--- src/mac_dma_call_defs.vh ---
// Constants for the hardware function call error and buffer hand-off logic.
// Assumes inclusion by bare name from the design files of this block.
`ifndef MAC_DMA_CALL_DEFS_VH
`define MAC_DMA_CALL_DEFS_VH

// ==========================================================================
// Register byte offsets (Wishbone, one aligned word each)
`define OFS_CALL_CODE 8'h00
`define OFS_FIRST_ARG 8'h04
`define OFS_SECOND_ARG 8'h08
`define OFS_RESULT_WORD 8'h0C
`define OFS_RX_DESC 8'h10
`define OFS_RX_START_ADDR 8'h14
`define OFS_IRQ_STATUS 8'h18
`define OFS_IRQ_CLEAR 8'h1C
`define OFS_IRQ_ENABLE 8'h20
`define OFS_CALL_STATUS 8'h24

// ==========================================================================
// Call codes, written to the call code register
`define CALL_RX_DMA 4'h1
`define CALL_TX_DMA 4'h2
`define CALL_BRAM_LAUNCH 4'h3
`define CALL_BRAM_LAUNCH_DESC 4'h4
`define CALL_DIRECT_COPY 4'h5
`define CALL_DIRECT_REPLACE 4'h6
`define CALL_TX_ERR_QUERY 4'h7
`define CALL_BUF_RELEASE 4'h8

// ==========================================================================
// Result words
`define RESULT_OK 32'h0000_0000
`define RESULT_INVALID_CALL 32'hFFFF_FFF1
`define RESULT_EXCEPTION 32'hFFFF_FFF2

// ==========================================================================
// Received buffer descriptor layout and start address pattern
`define DESC_COUNT_HI 27
`define DESC_COUNT_LO 16
`define DESC_ADDR_HI 15
`define DESC_ADDR_LO 0
`define ADDR_PATTERN_HI 31
`define ADDR_PATTERN_LO 27
`define ADDR_PATTERN 5'h01
`define ADDR_BUF_HI 26
`define ADDR_BUF_LO 11
`define ADDR_ZERO_W 11
`define DESC_PAD_W 4

// ==========================================================================
// Transmit error query result and end-of-chain descriptor value
`define TXERR_VIOLATION_BIT 0
`define TXERR_TIMEOUT_BIT 1
`define TX_DESC_END 32'hFFFF_FFFF
`define TX_DESC_ALIGN_W 3

// ==========================================================================
// Interrupt status bits
`define IRQ_CALL_DONE 0
`define IRQ_TX_ERROR 1
`define IRQ_BUF_AREA 2
`define IRQ_RX_READY 3
`define IRQ_W 4

`endif

--- src/mac_dma_call_ctrl.v ---
// Hardware function call front end for the MAC DMA and buffer RAM DMA:
// argument checks, result word, error routing, receive descriptor hand-off.
// Assumes a classic Wishbone master and DMA engines that answer every
// started call with call_done_i, flagging a prohibited access on call_fault_i.
//
// What this block does
// - Descriptor bits 27:16 hold received word count
// - Start address: 00001b on top, zero low
// - Descriptor 15:7, 6:0 map to 26:18, 17:11
// - Invalid DMA call argument returns invalid-call code
// - MAC DMA runtime error raises interrupt, no exception
// - Violation bit: unacquired, bad count, misaligned descriptor
// - Timeout bit: end descriptor or release failure
// - Copy/replace prohibited access returns exception code
// - Buffer DMA launch prohibited access raises interrupt
// - Copy source first argument, destination second
// - Pulse transmit error interrupt on any transmit MAC DMA error
// - Pulse buffer area interrupt on unacquired access
//
// Added by the designer: the register offsets and the Wishbone register port.
`include "mac_dma_call_defs.vh"
`default_nettype none

module mac_dma_call_ctrl (
  // Clock and reset
  input wire clk_i,
  input wire rst_i,
  // Wishbone slave
  input wire wb_cyc_i,
  input wire wb_stb_i,
  input wire wb_we_i,
  input wire [7:0] wb_adr_i,
  input wire [3:0] wb_sel_i,
  input wire [31:0] wb_dat_i,
  output reg [31:0] wb_dat_o,
  output wire wb_ack_o,
  // Call issue to the DMA engines
  output reg call_start_o,
  output reg [3:0] call_code_o,
  output reg [31:0] src_addr_o,
  output reg [31:0] dst_addr_o,
  input wire call_done_i,
  input wire call_fault_i,
  // Receive MAC DMA buffer hand-off
  input wire rx_done_i,
  input wire [11:0] rx_word_count_i,
  input wire [31:0] rx_buf_addr_i,
  // Transmit MAC DMA error causes
  input wire tx_unacquired_i,
  input wire tx_bad_count_i,
  input wire tx_desc_valid_i,
  input wire [31:0] tx_desc_addr_i,
  input wire tx_auto_release_fail_i,
  // Unacquired buffer RAM access by CPU or MAC DMA
  input wire bram_unacquired_i,
  // Interrupts
  output reg tx_dma_error_irq_o,
  output reg buffer_area_error_irq_o,
  output wire irq_o
);

  // ========================================================================
  // Call state machine states
  localparam [3:0] ST_IDLE = 4'b0001;
  localparam [3:0] ST_CHECK = 4'b0010;
  localparam [3:0] ST_RUN = 4'b0100;
  localparam [3:0] ST_DONE = 4'b1000;

  reg [3:0] state;
  reg [3:0] next_state;
  reg [3:0] call_code;
  reg [31:0] first_arg;
  reg [31:0] second_arg;
  reg [31:0] result_word;
  reg [31:0] rx_desc;
  reg [`IRQ_W-1:0] irq_status;
  reg [`IRQ_W-1:0] irq_enable;
  reg ack;
  reg args_bad;
  reg [`IRQ_W-1:0] irq_set;

  wire wb_req;
  wire wb_wr;
  wire wb_wr_full;
  wire call_write;
  wire query_now;
  wire tx_err_pulse;
  wire [1:0] tx_cause;
  wire [31:0] rx_desc_next;
  wire [31:0] rx_start_addr;
  wire mac_call;
  wire direct_call;
  wire launch_call;

  // ========================================================================
  // Wishbone: one wait state, ack drops the cycle after it rises
  assign wb_req = wb_cyc_i && wb_stb_i && !ack;
  assign wb_wr = wb_req && wb_we_i;
  // Partial writes would tear an address; only full words are stored
  assign wb_wr_full = wb_wr && (wb_sel_i == 4'hF);
  assign wb_ack_o = ack;
  // A call written while another runs is dropped; software polls busy
  assign call_write = wb_wr_full && (wb_adr_i == `OFS_CALL_CODE) && (state == ST_IDLE);

  always @(posedge clk_i) begin
    if (rst_i) begin
      ack <= 1'b0;
    end else begin
      ack <= wb_req;
    end
  end

  always @(posedge clk_i) begin
    if (rst_i) begin
      first_arg <= 32'h0000_0000;
      second_arg <= 32'h0000_0000;
      irq_enable <= {`IRQ_W{1'b0}};
    end else if (wb_wr_full && (state == ST_IDLE)) begin
      case (wb_adr_i)
        `OFS_FIRST_ARG: begin
          first_arg <= wb_dat_i;
        end
        `OFS_SECOND_ARG: begin
          second_arg <= wb_dat_i;
        end
        `OFS_IRQ_ENABLE: begin
          irq_enable <= wb_dat_i[`IRQ_W-1:0];
        end
        default: begin
        end
      endcase
    end else if (wb_wr_full && (wb_adr_i == `OFS_IRQ_ENABLE)) begin
      irq_enable <= wb_dat_i[`IRQ_W-1:0];
    end
  end

  always @(posedge clk_i) begin
    if (rst_i) begin
      wb_dat_o <= 32'h0000_0000;
    end else if (wb_req && !wb_we_i) begin
      case (wb_adr_i)
        `OFS_CALL_CODE: wb_dat_o <= {28'h000_0000, call_code};
        `OFS_FIRST_ARG: wb_dat_o <= first_arg;
        `OFS_SECOND_ARG: wb_dat_o <= second_arg;
        `OFS_RESULT_WORD: wb_dat_o <= result_word;
        `OFS_RX_DESC: wb_dat_o <= rx_desc;
        `OFS_RX_START_ADDR: wb_dat_o <= rx_start_addr;
        `OFS_IRQ_STATUS: wb_dat_o <= {28'h000_0000, irq_status};
        `OFS_IRQ_ENABLE: wb_dat_o <= {28'h000_0000, irq_enable};
        `OFS_CALL_STATUS: wb_dat_o <= {31'h0000_0000, state != ST_IDLE};
        default: wb_dat_o <= 32'h0000_0000;
      endcase
    end
  end

  // ========================================================================
  // Receive buffer descriptor
  rx_descriptor_pack u_rx_pack (
    .word_count_i(rx_word_count_i),
    .buf_addr_i(rx_buf_addr_i),
    .desc_i(rx_desc),
    .desc_o(rx_desc_next),
    .start_addr_o(rx_start_addr)
  );

  always @(posedge clk_i) begin
    if (rst_i) begin
      rx_desc <= 32'h0000_0000;
    end else if (rx_done_i) begin
      rx_desc <= rx_desc_next;
    end
  end

  // ========================================================================
  // Transmit error causes
  assign query_now = (state == ST_CHECK) && (call_code == `CALL_TX_ERR_QUERY);

  tx_error_tracker u_tx_err (
    .clk_i(clk_i),
    .rst_i(rst_i),
    .unacquired_i(tx_unacquired_i),
    .bad_count_i(tx_bad_count_i),
    .desc_valid_i(tx_desc_valid_i),
    .desc_addr_i(tx_desc_addr_i),
    .auto_release_fail_i(tx_auto_release_fail_i),
    .query_i(query_now),
    .cause_o(tx_cause),
    .error_pulse_o(tx_err_pulse)
  );

  // ========================================================================
  // Call sequencing
  assign mac_call = (call_code == `CALL_RX_DMA) || (call_code == `CALL_TX_DMA);
  assign direct_call = (call_code == `CALL_DIRECT_COPY) ||
                       (call_code == `CALL_DIRECT_REPLACE);
  assign launch_call = (call_code == `CALL_BRAM_LAUNCH) ||
                       (call_code == `CALL_BRAM_LAUNCH_DESC);

  // Arguments are word addresses; copy and replace need two of them
  always @* begin
    args_bad = 1'b0;
    case (call_code)
      `CALL_RX_DMA, `CALL_TX_DMA, `CALL_BRAM_LAUNCH, `CALL_BRAM_LAUNCH_DESC,
      `CALL_BUF_RELEASE: begin
        args_bad = (first_arg[1:0] != 2'h0) || (first_arg == 32'h0000_0000);
      end
      `CALL_DIRECT_COPY, `CALL_DIRECT_REPLACE: begin
        args_bad = (first_arg[1:0] != 2'h0) || (second_arg[1:0] != 2'h0) ||
                   (first_arg == 32'h0000_0000) || (second_arg == 32'h0000_0000);
      end
      `CALL_TX_ERR_QUERY: begin
        args_bad = 1'b0;
      end
      default: begin
        args_bad = 1'b1;
      end
    endcase
  end

  always @* begin
    next_state = state;
    case (state)
      ST_IDLE: begin
        if (call_write) begin
          next_state = ST_CHECK;
        end
      end
      ST_CHECK: begin
        if (args_bad || (call_code == `CALL_TX_ERR_QUERY)) begin
          next_state = ST_DONE;
        end else begin
          next_state = ST_RUN;
        end
      end
      ST_RUN: begin
        if (call_done_i) begin
          next_state = ST_DONE;
        end
      end
      ST_DONE: begin
        next_state = ST_IDLE;
      end
      default: begin
        next_state = ST_IDLE;
      end
    endcase
  end

  always @(posedge clk_i) begin
    if (rst_i) begin
      state <= ST_IDLE;
      call_code <= 4'h0;
      result_word <= `RESULT_OK;
      call_start_o <= 1'b0;
      call_code_o <= 4'h0;
      src_addr_o <= 32'h0000_0000;
      dst_addr_o <= 32'h0000_0000;
    end else begin
      state <= next_state;
      call_start_o <= 1'b0;
      if (call_write) begin
        call_code <= wb_dat_i[3:0];
      end
      if (state == ST_CHECK) begin
        if (args_bad) begin
          result_word <= `RESULT_INVALID_CALL;
        end else if (call_code == `CALL_TX_ERR_QUERY) begin
          result_word <= {30'h0000_0000, tx_cause};
        end else begin
          result_word <= `RESULT_OK;
          call_start_o <= 1'b1;
          call_code_o <= call_code;
          src_addr_o <= first_arg;
          dst_addr_o <= second_arg;
        end
      end
      if ((state == ST_RUN) && call_done_i && call_fault_i && direct_call) begin
        result_word <= `RESULT_EXCEPTION;
      end
    end
  end

  // ========================================================================
  // Interrupt pulses and sticky status
  always @(posedge clk_i) begin
    if (rst_i) begin
      tx_dma_error_irq_o <= 1'b0;
      buffer_area_error_irq_o <= 1'b0;
    end else begin
      tx_dma_error_irq_o <= tx_err_pulse ||
        ((state == ST_RUN) && call_done_i && call_fault_i &&
         (call_code == `CALL_TX_DMA));
      buffer_area_error_irq_o <= bram_unacquired_i ||
        ((state == ST_RUN) && call_done_i && call_fault_i &&
         (launch_call || (call_code == `CALL_RX_DMA)));
    end
  end

  always @* begin
    irq_set = {`IRQ_W{1'b0}};
    irq_set[`IRQ_CALL_DONE] = (state == ST_DONE);
    irq_set[`IRQ_TX_ERROR] = tx_dma_error_irq_o;
    irq_set[`IRQ_BUF_AREA] = buffer_area_error_irq_o;
    irq_set[`IRQ_RX_READY] = rx_done_i;
  end

  // A set in the clearing cycle survives the clear
  always @(posedge clk_i) begin
    if (rst_i) begin
      irq_status <= {`IRQ_W{1'b0}};
    end else if (wb_wr && (wb_adr_i == `OFS_IRQ_CLEAR) && wb_sel_i[0]) begin
      irq_status <= (irq_status & ~wb_dat_i[`IRQ_W-1:0]) | irq_set;
    end else begin
      irq_status <= irq_status | irq_set;
    end
  end

  assign irq_o = |(irq_status & irq_enable);

endmodule // mac_dma_call_ctrl

`default_nettype wire

--- src/rx_descriptor_pack.v ---
// Packs a received buffer into its descriptor word and rebuilds the start
// address from a stored descriptor. Purely combinational.
`include "mac_dma_call_defs.vh"
`default_nettype none

module rx_descriptor_pack (
  // Incoming buffer
  input wire [11:0] word_count_i,
  input wire [31:0] buf_addr_i,
  // Stored descriptor and rebuilt address
  input wire [31:0] desc_i,
  output wire [31:0] desc_o,
  output wire [31:0] start_addr_o
);

  assign desc_o = {{`DESC_PAD_W{1'b0}},
                   word_count_i,
                   buf_addr_i[`ADDR_BUF_HI:`ADDR_BUF_LO]};

  // Bits 15:7 land on 26:18 and 6:0 on 17:11 in one slice
  assign start_addr_o = {`ADDR_PATTERN,
                         desc_i[`DESC_ADDR_HI:`DESC_ADDR_LO],
                         {`ADDR_ZERO_W{1'b0}}};

endmodule // rx_descriptor_pack

`default_nettype wire

--- src/tx_error_tracker.v ---
// Sticky transmit MAC DMA error causes, read and cleared by the query call.
// Assumes error inputs are one-cycle pulses synchronous to clk_i.
`include "mac_dma_call_defs.vh"
`default_nettype none

module tx_error_tracker (
  // Clock and reset
  input wire clk_i,
  input wire rst_i,
  // Error causes
  input wire unacquired_i,
  input wire bad_count_i,
  input wire desc_valid_i,
  input wire [31:0] desc_addr_i,
  input wire auto_release_fail_i,
  // Query
  input wire query_i,
  output wire [1:0] cause_o,
  output reg error_pulse_o
);

  reg violation;
  reg timeout;
  wire misaligned;
  wire set_violation;
  wire set_timeout;

  assign misaligned = desc_valid_i && (desc_addr_i[`TX_DESC_ALIGN_W-1:0] != 3'h0);
  assign set_violation = unacquired_i || bad_count_i || misaligned;
  assign set_timeout = auto_release_fail_i ||
                       (desc_valid_i && (desc_addr_i == `TX_DESC_END));
  assign cause_o = {timeout, violation};

  // Set beats the query's clear; the two bits never touch each other
  always @(posedge clk_i) begin
    if (rst_i) begin
      violation <= 1'b0;
      timeout <= 1'b0;
      error_pulse_o <= 1'b0;
    end else begin
      violation <= set_violation || (violation && !query_i);
      timeout <= set_timeout || (timeout && !query_i);
      error_pulse_o <= set_violation || set_timeout;
    end
  end

endmodule // tx_error_tracker

`default_nettype wire

--- config.mk ---
export PLATFORM = sky130hd
export DESIGN_NAME = mac_dma_call_ctrl
export DESIGN_NICKNAME = d
export VERILOG_FILES = /design/src/mac_dma_call_ctrl.v /design/src/rx_descriptor_pack.v /design/src/tx_error_tracker.v
export VERILOG_INCLUDE_DIRS = /design/src
export SDC_FILE = /design/constraint.sdc
export NUM_CORES = 1
export LEC_CHECK = 0
export BUFFER_PORTS_ARGS = -buffer_cell sky130_fd_sc_hd__buf_2
export CORE_UTILIZATION = 49
export CTS_CLUSTER_DIAMETER = 60
export DETAILED_ROUTE_END_ITERATION = 12
export GPL_TIMING_DRIVEN = 0
export MAX_ROUTING_LAYER = met4
export PLACE_DENSITY = 0.84
export SETUP_SLACK_MARGIN = 0.02
export SLEW_MARGIN = 10
export SYNTH_ARGS = -nofsm -noshare
export SYNTH_HDL_FRONTEND = slang
export SYNTH_HIERARCHICAL = 1
export SYNTH_SLANG_ARGS = --single-unit
--- constraint.sdc ---
create_clock -name clk_i -period 2 [get_ports clk_i]
set_input_delay 0.4 -clock clk_i [delete_from_list [all_inputs] [get_ports clk_i]]
set_output_delay 0.4 -clock clk_i [all_outputs]
set_load 0.03 [all_outputs]
; Word level (Yosys, flattened, before mapping)
; Cells that the tools add are included.
[totals]
ff_bits = 247
input_bits = 133
wordCells = 128
[op_classes]
n_eq_ne = 27
mux = 15
n_bitwise = 8
n_reduce_logical = 58
[op_table]
columns = cell, n
row1 = $pmux W32 S9, 1
row2 = $mux W32, 3
row3 = $logic_not A32 Y1, 2
row4 = $eq A32 B32 Y1 const B, 1
row5 = $eq A8 B5 Y1 const B, 4
row6 = $mux W4, 7
row7 = $logic_and A1 B1 Y1, 21
row8 = $eq A4 B3 Y1 const B, 5
row9 = $eq A8 B4 Y1 const B, 2
row10 = $eq A8 B6 Y1 const B, 2
row11 = $logic_or A1 B1 Y1, 16
row12 = $eq A4 B2 Y1 const B, 3
row13 = $eq A4 B4 Y1 const B, 3
row14 = $pmux W4 S3, 1
row15 = $and A4 B4 Y4, 2
row16 = $eq A4 B1 Y1 const B, 2
row17 = $eq A8 B3 Y1 const B, 1
row18 = $logic_not A8 Y1, 1
row19 = $or A4 B4 Y4, 2
row20 = $reduce_and A2 Y1, 4
row21 = $reduce_bool A2 Y1, 4
row22 = $reduce_or A5 Y1, 1
row23 = $ne A2 B2 Y1 const B, 2
row24 = $ne A4 B1 Y1 const B, 1
row25 = 12 further kinds, 17

; Longest topological paths before layout
; Gate-level depths: netlist of the first run.
[depth]
depth_word = 8
depth_mapped = 9
ltp_nobuf = 6

; Cells and area by module
; The synthesis of the first run kept the hierarchy.
[modules_own_cells]
columns = mod, n_inst, cells_each, area_per_inst_um2
row1 = mac_dma_call_ctrl, 1, 1089, 9375.2
row2 = rx_descriptor_pack, 1, 66, 488.0
row3 = tx_error_tracker, 1, 26, 200.2

; Worst setup path after synthesis of the first run
; OpenSTA, ideal clock, no wires.
[synth_path]
path_kind = register to register
start = register first_arg[25]
end = register state[2]
setup_time_ns = 0.115
arrival_time_ns = 1.802
t_required_ns = 1.885
slack_ns = 0.083
stages_incl_launch_ff = 9
path_buffers = 2
path_cell_list = dfxtp_1 > nor4_2 > nand4_1 > a2111oi_4 > nor2_2 > and3_4 > buf_12 > buf_12 > o21a_1
[synth_via]
elab_chain_cells = 7
elab_cells_between_ends = 8
cone_classes = mux: 3 / reduce/logical: 5
[synth_lines]
columns = element, line
row1 = "start, declared", mac_dma_call_ctrl.v:72  ; reg [31:0] first_arg;
row2 = "start signal, assigned", mac_dma_call_ctrl.v:121  ; first_arg <= wb_dat_i;
row3 = $logic_not A32 Y1 (*), "mac_dma_call_ctrl.v:205, mac_dma_call_ctrl.v:209"
row4 = $logic_or A1 B1 Y1, mac_dma_call_ctrl.v:208  ; args_bad = (first_arg[1:0] != 2'h0) || (second_arg[1:0] != 2'h0) ||
row5 = $logic_or A1 B1 Y1, mac_dma_call_ctrl.v:209  ; (first_arg == 32'h0000_0000) || (second_arg == 32'h0000_0000);
row6 = $pmux W1 S3 (*), mac_dma_call_ctrl.v:202  ; case (call_code)
row7 = $logic_or A1 B1 Y1 (*), mac_dma_call_ctrl.v:229  ; if (args_bad || (call_code == `CALL_TX_ERR_QUERY)) begin
row8 = $mux W4 (*), mac_dma_call_ctrl.v:229
row9 = $pmux W4 S3 (*), mac_dma_call_ctrl.v:222  ; case (state)
row10 = "end signal, assigned", mac_dma_call_ctrl.v:259  ; state <= next_state;
row11 = "end, declared", mac_dma_call_ctrl.v:69  ; reg [3:0] state;
; Every way passes the cells marked *; elsewhere a longest branch is shown, timed or not.
; A chain may end at the register's enable or synchronous reset.

; Worst setup path in the final report of the first run
[layout_path]
start = register second_arg[31]
end = register src_addr_o[25]
[layout_via]
elab_chain_cells = 5
[layout_lines]
columns = element, line
row1 = "start, declared", mac_dma_call_ctrl.v:73  ; reg [31:0] second_arg;
row2 = "start signal, assigned", mac_dma_call_ctrl.v:124  ; second_arg <= wb_dat_i;
row3 = $logic_not A32 Y1, mac_dma_call_ctrl.v:209
row4 = $logic_or A1 B1 Y1, mac_dma_call_ctrl.v:209
row5 = $pmux W1 S3, mac_dma_call_ctrl.v:202
row6 = $not A1 Y1 (no line), -
row7 = $reduce_and A3 Y1 (no line), -
row8 = "end signal, assigned", mac_dma_call_ctrl.v:273  ; src_addr_o <= first_arg;
row9 = "end, declared", mac_dma_call_ctrl.v:40  ; output reg [31:0] src_addr_o,
; Every way passes these cells.

==> flow_metrics.py, run 1 <==
metrics = {
    "detailed_routing": {
        "drc": 0,
        "drtPass1Iterations": 5,
        "final_antenna_net_count": 0,
        "dr_total_vias": 9891,
        "via_per_inst": 5.76,
        "wl_mm": 34.2,
        "drt_iter0_drc": 1015,
        "post_drt_wl_per_cell_um": 19.9,
    },
    "yosys": {
        "ys_types": 59,
        "ys_seq_area_share_pct": 44.2,
        "synth_cells": 1181,
        "synth-seq-cells": 222,
        "synth_compound_area_share_pct": 13.3,
        "netlist_area_mm2": 0.0101,
        "postSynthAreaPerCell_um2": 8.52,
        "synth_xor_area_share_pct": 0.0870,
        "synthArstFlopShare_pct": 0,
        "synthSimpleGateAreaFrac_pct": 21.7,
        "synth_edf_count": 0,
        "synthAdderAreaFrac_pct": 0,
        "synthMuxAreaShare_pct": 10.9,
        "yosysWarnings": 6,
        "synth_flop_cell": "dfxtp_1",
        "synth_top_family_by_area": "simple AND/OR/NAND/NOR gates",
    },
    "placed_design": {
        "gp_congestion": 0.966,
        "dpl_worst_slack_ns": -0.481,
        "dpl-instance-area_mm2": 0.0114,
        "hpwl_mm": 24.7,
        "port_buffers": 191,
        "place_inst": 1660,
    },
    "sta": {
        "period_minus_slack_ns": 2.21,
        "finalSetupViolCount": 72,
        "hold_violations": 0,
        "period_share_pct": 111,
        "whs_ns": 0.106,
        "clock.fmax_mhz": 452,
        "worstMarginPinSlew_ns": 1.00,
        "worst_slack_ns": -0.211,
        "finalClockSkew_ns": 0.0209,
        "fin_tns_setup_ns": -9.79,
        "rsz0062_at_grt": "yes",
        "slew_headroom_pct": 32.4,
        "maxSlewViolCount": 0,
    },
    "status": {
        "violations": "negative setup slack",
        "outcome": "finished, violations left",
    },
    "clock_network": {
        "postCtsHoldBufs": 0,
        "cts.htree.levels": 1,
        "numCtsBuffers": 24,
        "clk_pin_slew_ns": 0.07,
        "cts_tree": "done",
        "clk_latency_ns": 0.53,
        "cts_buffer_depth": 3,
        "cts.sinks": 222,
        "cts-root-buf": "clkbuf_16",
    },
    "power_and_ir_drop": {
        "power_mw": 9.77,
        "peakVddDrop_mv": 0.565,
        "p_per_area_mw_per_mm2": 772,
        "leakage_nw": 5.10,
    },
    "floorplan": {
        "pin_count": 238,
        "initial_core_util_pct": 49.9,
        "coreArea_mm2": 0.0202,
        "num_rows": 52,
        "dieWidth_um": 145,
        "die-area_mm2": 0.0211,
        "fp.dieH_um": 145,
    },
    "min_path": {
        "min_from": "rx_buf_addr_i[19]",
        "hp-class": "in -> reg",
    },
    "run": {
        "drv_cap": 0,
    },
    "critical_path": {
        "cp_top_family": "simple AND/OR/NAND/NOR gates",
        "critPathBufInv": 1,
        "start_kind": "flop",
        "cp.required_ns": 2.44,
        "crit_path_max_fanout": 5,
        "r2r_start": "second_arg[31]",
        "slowest_stage": "dfxtp_1",
        "slowest_delay_ns": 0.38,
        "cp-end-kind": "flop",
        "arrival_ns": 2.65,
        "critPathKind": "reg -> reg",
        "crit_chain": "nor4_2 > nand4_1 > nor3_2 > nor2_2 > and3_4 > buf_12 > mux2i_2",
        "crit_start": "second_arg[31]",
    },
    "global_routing": {
        "busiest_layer": "met2",
        "overflow": 0,
        "antenna_found_initial": 0,
        "use_met3_pct": 5.63,
        "grt_max_degree": 14,
        "grtUsageMet1_pct": 40.7,
        "grt_pass1_vias": 9280,
        "track_usage_pct": 31.7,
        "grt_pass1_wl_mm": 50.9,
        "met2_usage_pct": 48.6,
    },
    "finish": {
        "finish.instance_area_mm2": 0.0127,
        "fin_util_pct": 62.7,
        "final-instance-count-excl-fill": 1716,
        "nets": 1562,
        "n_antenna_cell": 0,
        "drive_gt1_share_pct": 28.4,
        "area_growth_pct": 25.8,
    },
}
==> metal layers <==
layer | share of wire (%) | wire length, µm
met1 | 40 | 13600
met2 | 45 | 15300
met3 | 10 | 3590
met4 | 4.8 | 1640
met5 | 0 | 0
==> logic make-up after synthesis <==
family	count (synthesis)
AOI/OAI and AO/OA	205
muxes	109
buffers and inverters	153
xor gates and xnor gates	1
DFF	222
and+or+nand+nor	489
other	2
==> worst paths after layout <==
path                    endpoint  depth (start not counted)  slack [ns]
hold reg to reg   dst_addr_o[11]                          2        0.46
hold / removal        rx_desc[8]                          3        0.11
setup / recovery  src_addr_o[25]                          7       -0.21
setup reg to reg  src_addr_o[25]                          7       -0.21
==> repair_timing <==
action                                  in CTS  in global routing
gates resized for setup                     36                 65
buffers inserted                             7                  4
endpoints found under the setup margin     167                164
gates cloned                                 0                  4
pin swaps                                   12                 12
==> cells in the mapped netlist, drive strengths merged (2+ instances only) <==
master	number	share of area [%]
clkbuf	52	1.9
nor4	18	1.5
buf	99	7.8
o21a	2	0.15
and3b	2	0.17
a21oi	82	4.1
inv	2	0.075
dfxtp	222	44
nor2	89	3.4
o211ai	3	0.22
nand2	287	11
nand3	13	0.65
and2	3	0.19
nor2b	6	0.37
nand2b	8	0.50
nor4b	6	0.65
a311oi	14	1.2
nor3b	5	0.47
nor3	27	1.4
nand4	12	0.75
mux2	4	0.45
or2	2	0.12
conb	2	0.075
a221oi	19	1.7
and3	6	0.42
mux2i	105	10
o21ai	29	1.4
a22oi	44	3.3
==> layout make-up <==
class | count | area, µm²
Clock buffer | 36 | 716
Buffer | 150 | 1010
Inverter | 2 | 7.51
Multi-Input combinational cell | 825 | 4920
Clock inverter | 7 | 83.8
Fill cell | 1681 | 7510
Tap cell | 270 | 338
Sequential cell | 222 | 4480
Timing Repair Buffer | 204 | 1110
==> state kept, by name, indices dropped and copies added, names as in the netlist <==
register,count
dst_addr_o,32
wb_dat_o,32
state,4
second_arg,32
buffer_area_error_irq_o,1
u_tx_err/violation,1
tx_dma_error_irq_o,1
u_tx_err/error_pulse_o,1
call_code_o,4
first_arg,32
irq_enable,4
irq_status,4
wb_ack_o,1
u_tx_err/timeout,1
rx_desc,32
result_word,3
call_code,4
call_start_o,1
src_addr_o,32
==> power by group <==
group	switching (mW)	internal, mW
registers	0.0721	4.49
clock network	1.88	2.62
logic	0.423	0.284
total	2.37	7.40
==> placed cells by master, fill, tap and decap left out, types with 5 or more instances in the layout <==
cell and n:
nand2_1 285, buf_2 208, dfxtp_1 205, mux2i_1 103
nor2_1 86, buf_4 82, a21oi_1 82, clkbuf_1 47
a22oi_1 44, clkbuf_16 27, nor3_1 23, conb_1 20
a221oi_1 18, o21ai_0 15, a311oi_1 13, nand3_1 13
dfxtp_2 13, o21ai_1 12, nand4_1 12, nand2b_1 8
nor4_1 7, buf_12 7, clkbuf_8 7, clkbuf_4 6
nor4_2 6, and3_1 5, nor2b_1 5, nor4_4 5
==> worst reg2reg max path, stage by stage (launching register included) <==
cell,delay [ns]
dfxtp_1,0.38
nor4_2,0.38
nand4_1,0.30
nor3_2,0.29
nor2_2,0.11
and3_4,0.26
buf_12,0.17
mux2i_2,0.22
No activity file was read; power rests on OpenSTA's default activity.
==> run 2: changes to the inputs <==
--- a/config.mk
+++ b/config.mk
@@ -12,7 +12,7 @@
 export DETAILED_ROUTE_END_ITERATION = 12
 export GPL_TIMING_DRIVEN = 0
 export MAX_ROUTING_LAYER = met4
-export PLACE_DENSITY = 0.84
+export PLACE_DENSITY = 0.77
 export SETUP_SLACK_MARGIN = 0.02
 export SLEW_MARGIN = 10
 export SYNTH_ARGS = -nofsm -noshare
==> run 2 against run 1 <==
The flow still finishes with violations (negative setup slack). Sequential cell count did not move. Highest routed layer unchanged. Count of clock-buffer cells in the layout up 3. Setup slack improved by 0.073 ns. Worst hold slack better by 0.0019 ns. Critical path depth increased by 1. Clock power rose by 4%. Fmax rose by 3.4%. Via count shrank 2.3%. Sequential power hardly changed. Non-clock buffer count increased by 4.
==> flow_metrics.py, run 2 (synthesis results as in run 1) <==
metrics = {
    "finish": {
        "layout_common_cells": "nand2_1 (285), buf_2 (205), dfxtp_1 (203), mux2i_1 (104), buf_4 (90)",
        "area_growth_pct": 26.1,
        "multi_input_area_mm2": 0.00490,
        "regArea_mm2": 0.00448,
        "nets": 1565,
        "final-instance-count-excl-fill": 1720,
        "n_antenna_cell": 0,
        "drive_gt1_share_pct": 28.6,
        "final_common_cell": "nand2_1",
        "finish.instance_area_mm2": 0.0127,
        "final.fill_count": 1736,
    },
    "critical_path": {
        "cp-end-kind": "flop",
        "start_kind": "flop",
        "arrival_ns": 2.55,
        "crit_path_max_fanout": 10,
        "cp.required_ns": 2.41,
        "r2r_slack_ns": -0.14,
        "critPathKind": "reg -> reg",
    },
    "detailed_routing": {
        "final_antenna_net_count": 0,
        "post_drt_wl_per_cell_um": 19.2,
        "drt_iter0_drc": 937,
        "via_per_inst": 5.62,
        "drc": 0,
        "dr_total_vias": 9662,
        "drtPass1Iterations": 7,
        "wl_mm": 33.0,
    },
    "clock_network": {
        "clk_pin_slew_ns": 0.06,
        "cts_buffer_depth": 3,
        "cts-root-buf": "clkbuf_16",
        "clk_latency_ns": 0.53,
        "cts_tree": "done",
        "postCtsHoldBufs": 0,
        "cts.sinks": 222,
        "numCtsBuffers": 24,
        "cts.htree.levels": 1,
    },
    "floorplan": {
        "die-area_mm2": 0.0211,
        "initial_core_util_pct": 49.9,
        "pin_count": 238,
        "fp.dieH_um": 145,
        "num_rows": 52,
        "coreArea_mm2": 0.0202,
        "dieWidth_um": 145,
    },
    "power_and_ir_drop": {
        "leakage_nw": 5.13,
        "peakVddDrop_mv": 0.567,
        "p_per_area_mw_per_mm2": 782,
    },
    "placed_design": {
        "dpl-instance-area_mm2": 0.0114,
        "port_buffers": 191,
        "hpwl_mm": 24.6,
        "place_inst": 1660,
        "gp_congestion": 0.941,
    },
    "global_routing": {
        "busiest_layer": "met2",
        "antenna_found_initial": 0,
        "grt_max_degree": 14,
        "overflow": 0,
        "grtUsageMet1_pct": 42.0,
        "grt_pass1_vias": 8963,
        "grt_pass1_wl_mm": 50.2,
        "use_met3_pct": 3.96,
        "track_usage_pct": 31.3,
        "met2_usage_pct": 47.8,
    },
    "run": {
        "drv_cap": 0,
    },
    "min_path": {
        "hp-class": "in -> reg",
    },
    "sta": {
        "hold_violations": 0,
        "slew_headroom_pct": 45.6,
        "whs_ns": 0.108,
        "maxSlewViolCount": 0,
        "rsz0062_at_grt": "yes",
        "worst_slack_ns": -0.138,
        "period_share_pct": 107,
        "finalClockSkew_ns": 0.0139,
        "period_minus_slack_ns": 2.14,
        "finalSetupViolCount": 45,
        "worstMarginPinSlew_ns": 0.816,
        "clock.fmax_mhz": 468,
    },
    "status": {
        "outcome": "finished, violations left",
        "violations": "negative setup slack",
    },
}
-- run 2: final cells by class --
type | count | area share (%)
multi-input combinational | 824 | 38.6
sequential | 222 | 35.3
timing repair buffer | 210 | 8.85
buffer | 148 | 7.79
clock buffer | 39 | 5.97
tap | 270 | 2.66
clock inverter | 5 | 0.710
inverter | 2 | 0.0592
-- run 2: repair_timing --
item	4_1_cts	5_1_grt
endpoints found under the setup margin	167	161
resized for setup	42	76
endpoints found under the hold margin	0	0
pin swaps	17	10
setup buffers	8	11
-- run 2: stage by stage --
| stage | TNS, ns | setup slack (ns) | utilization, % | power, mW |
|---|---|---|---|---|
| after global placement | -51.52 | -0.404 | 56.6 | 5.33 |
| after global routing | -10.88 | -0.223 | 62.9 | 10.2 |
| after CTS | -4.31 | -0.107 | 61.9 | 9.94 |
| after detailed placement | -58.15 | -0.487 | 56.6 | 5.34 |
| final | -4.85 | -0.138 | 62.9 | 9.93 |
| after floorplan | 0 | 0.0832 | - | 5.06 |
-- run 2: per-layer routing --
| layer | routed length, µm | share of wire [%] |
|---|---|---|
| met2 | 14700 | 45 |
| met3 | 3410 | 10 |
| met1 | 13600 | 41 |
| met4 | 1270 | 3.9 |
| met5 | 0 | 0 |
-- run 2: worst max-delay path, cell delays in order, from the launching register on --
cell and delay [ns]:
dfxtp_1 0.43, nor4_4 0.26, nand4_1 0.18, a2111oi_4 0.44
nor2_2 0.07, and3_4 0.22, buf_12 0.15, buf_12 0.14
mux2i_1 0.12
-- run 2: path summary, 6_finish.rpt --
kind	start	to	depth (start not counted)
min reg2reg	src_addr_o[28]	src_addr_o[28]	2
max reg2reg	first_arg[12]	src_addr_o[24]	8
min	rx_buf_addr_i[25]	rx_desc[14]	3
max	first_arg[12]	src_addr_o[24]	8
-- run 2: power breakdown --
| part | internal, mW | total (mW) | leakage, nW | switching, mW |
|---|---|---|---|---|
| combinational | 0.286 | 0.705 | 2.90 | 0.419 |
| clock | 2.84 | 4.66 | 0.417 | 1.81 |
| sequential | 4.49 | 4.57 | 1.81 | 0.0720 |
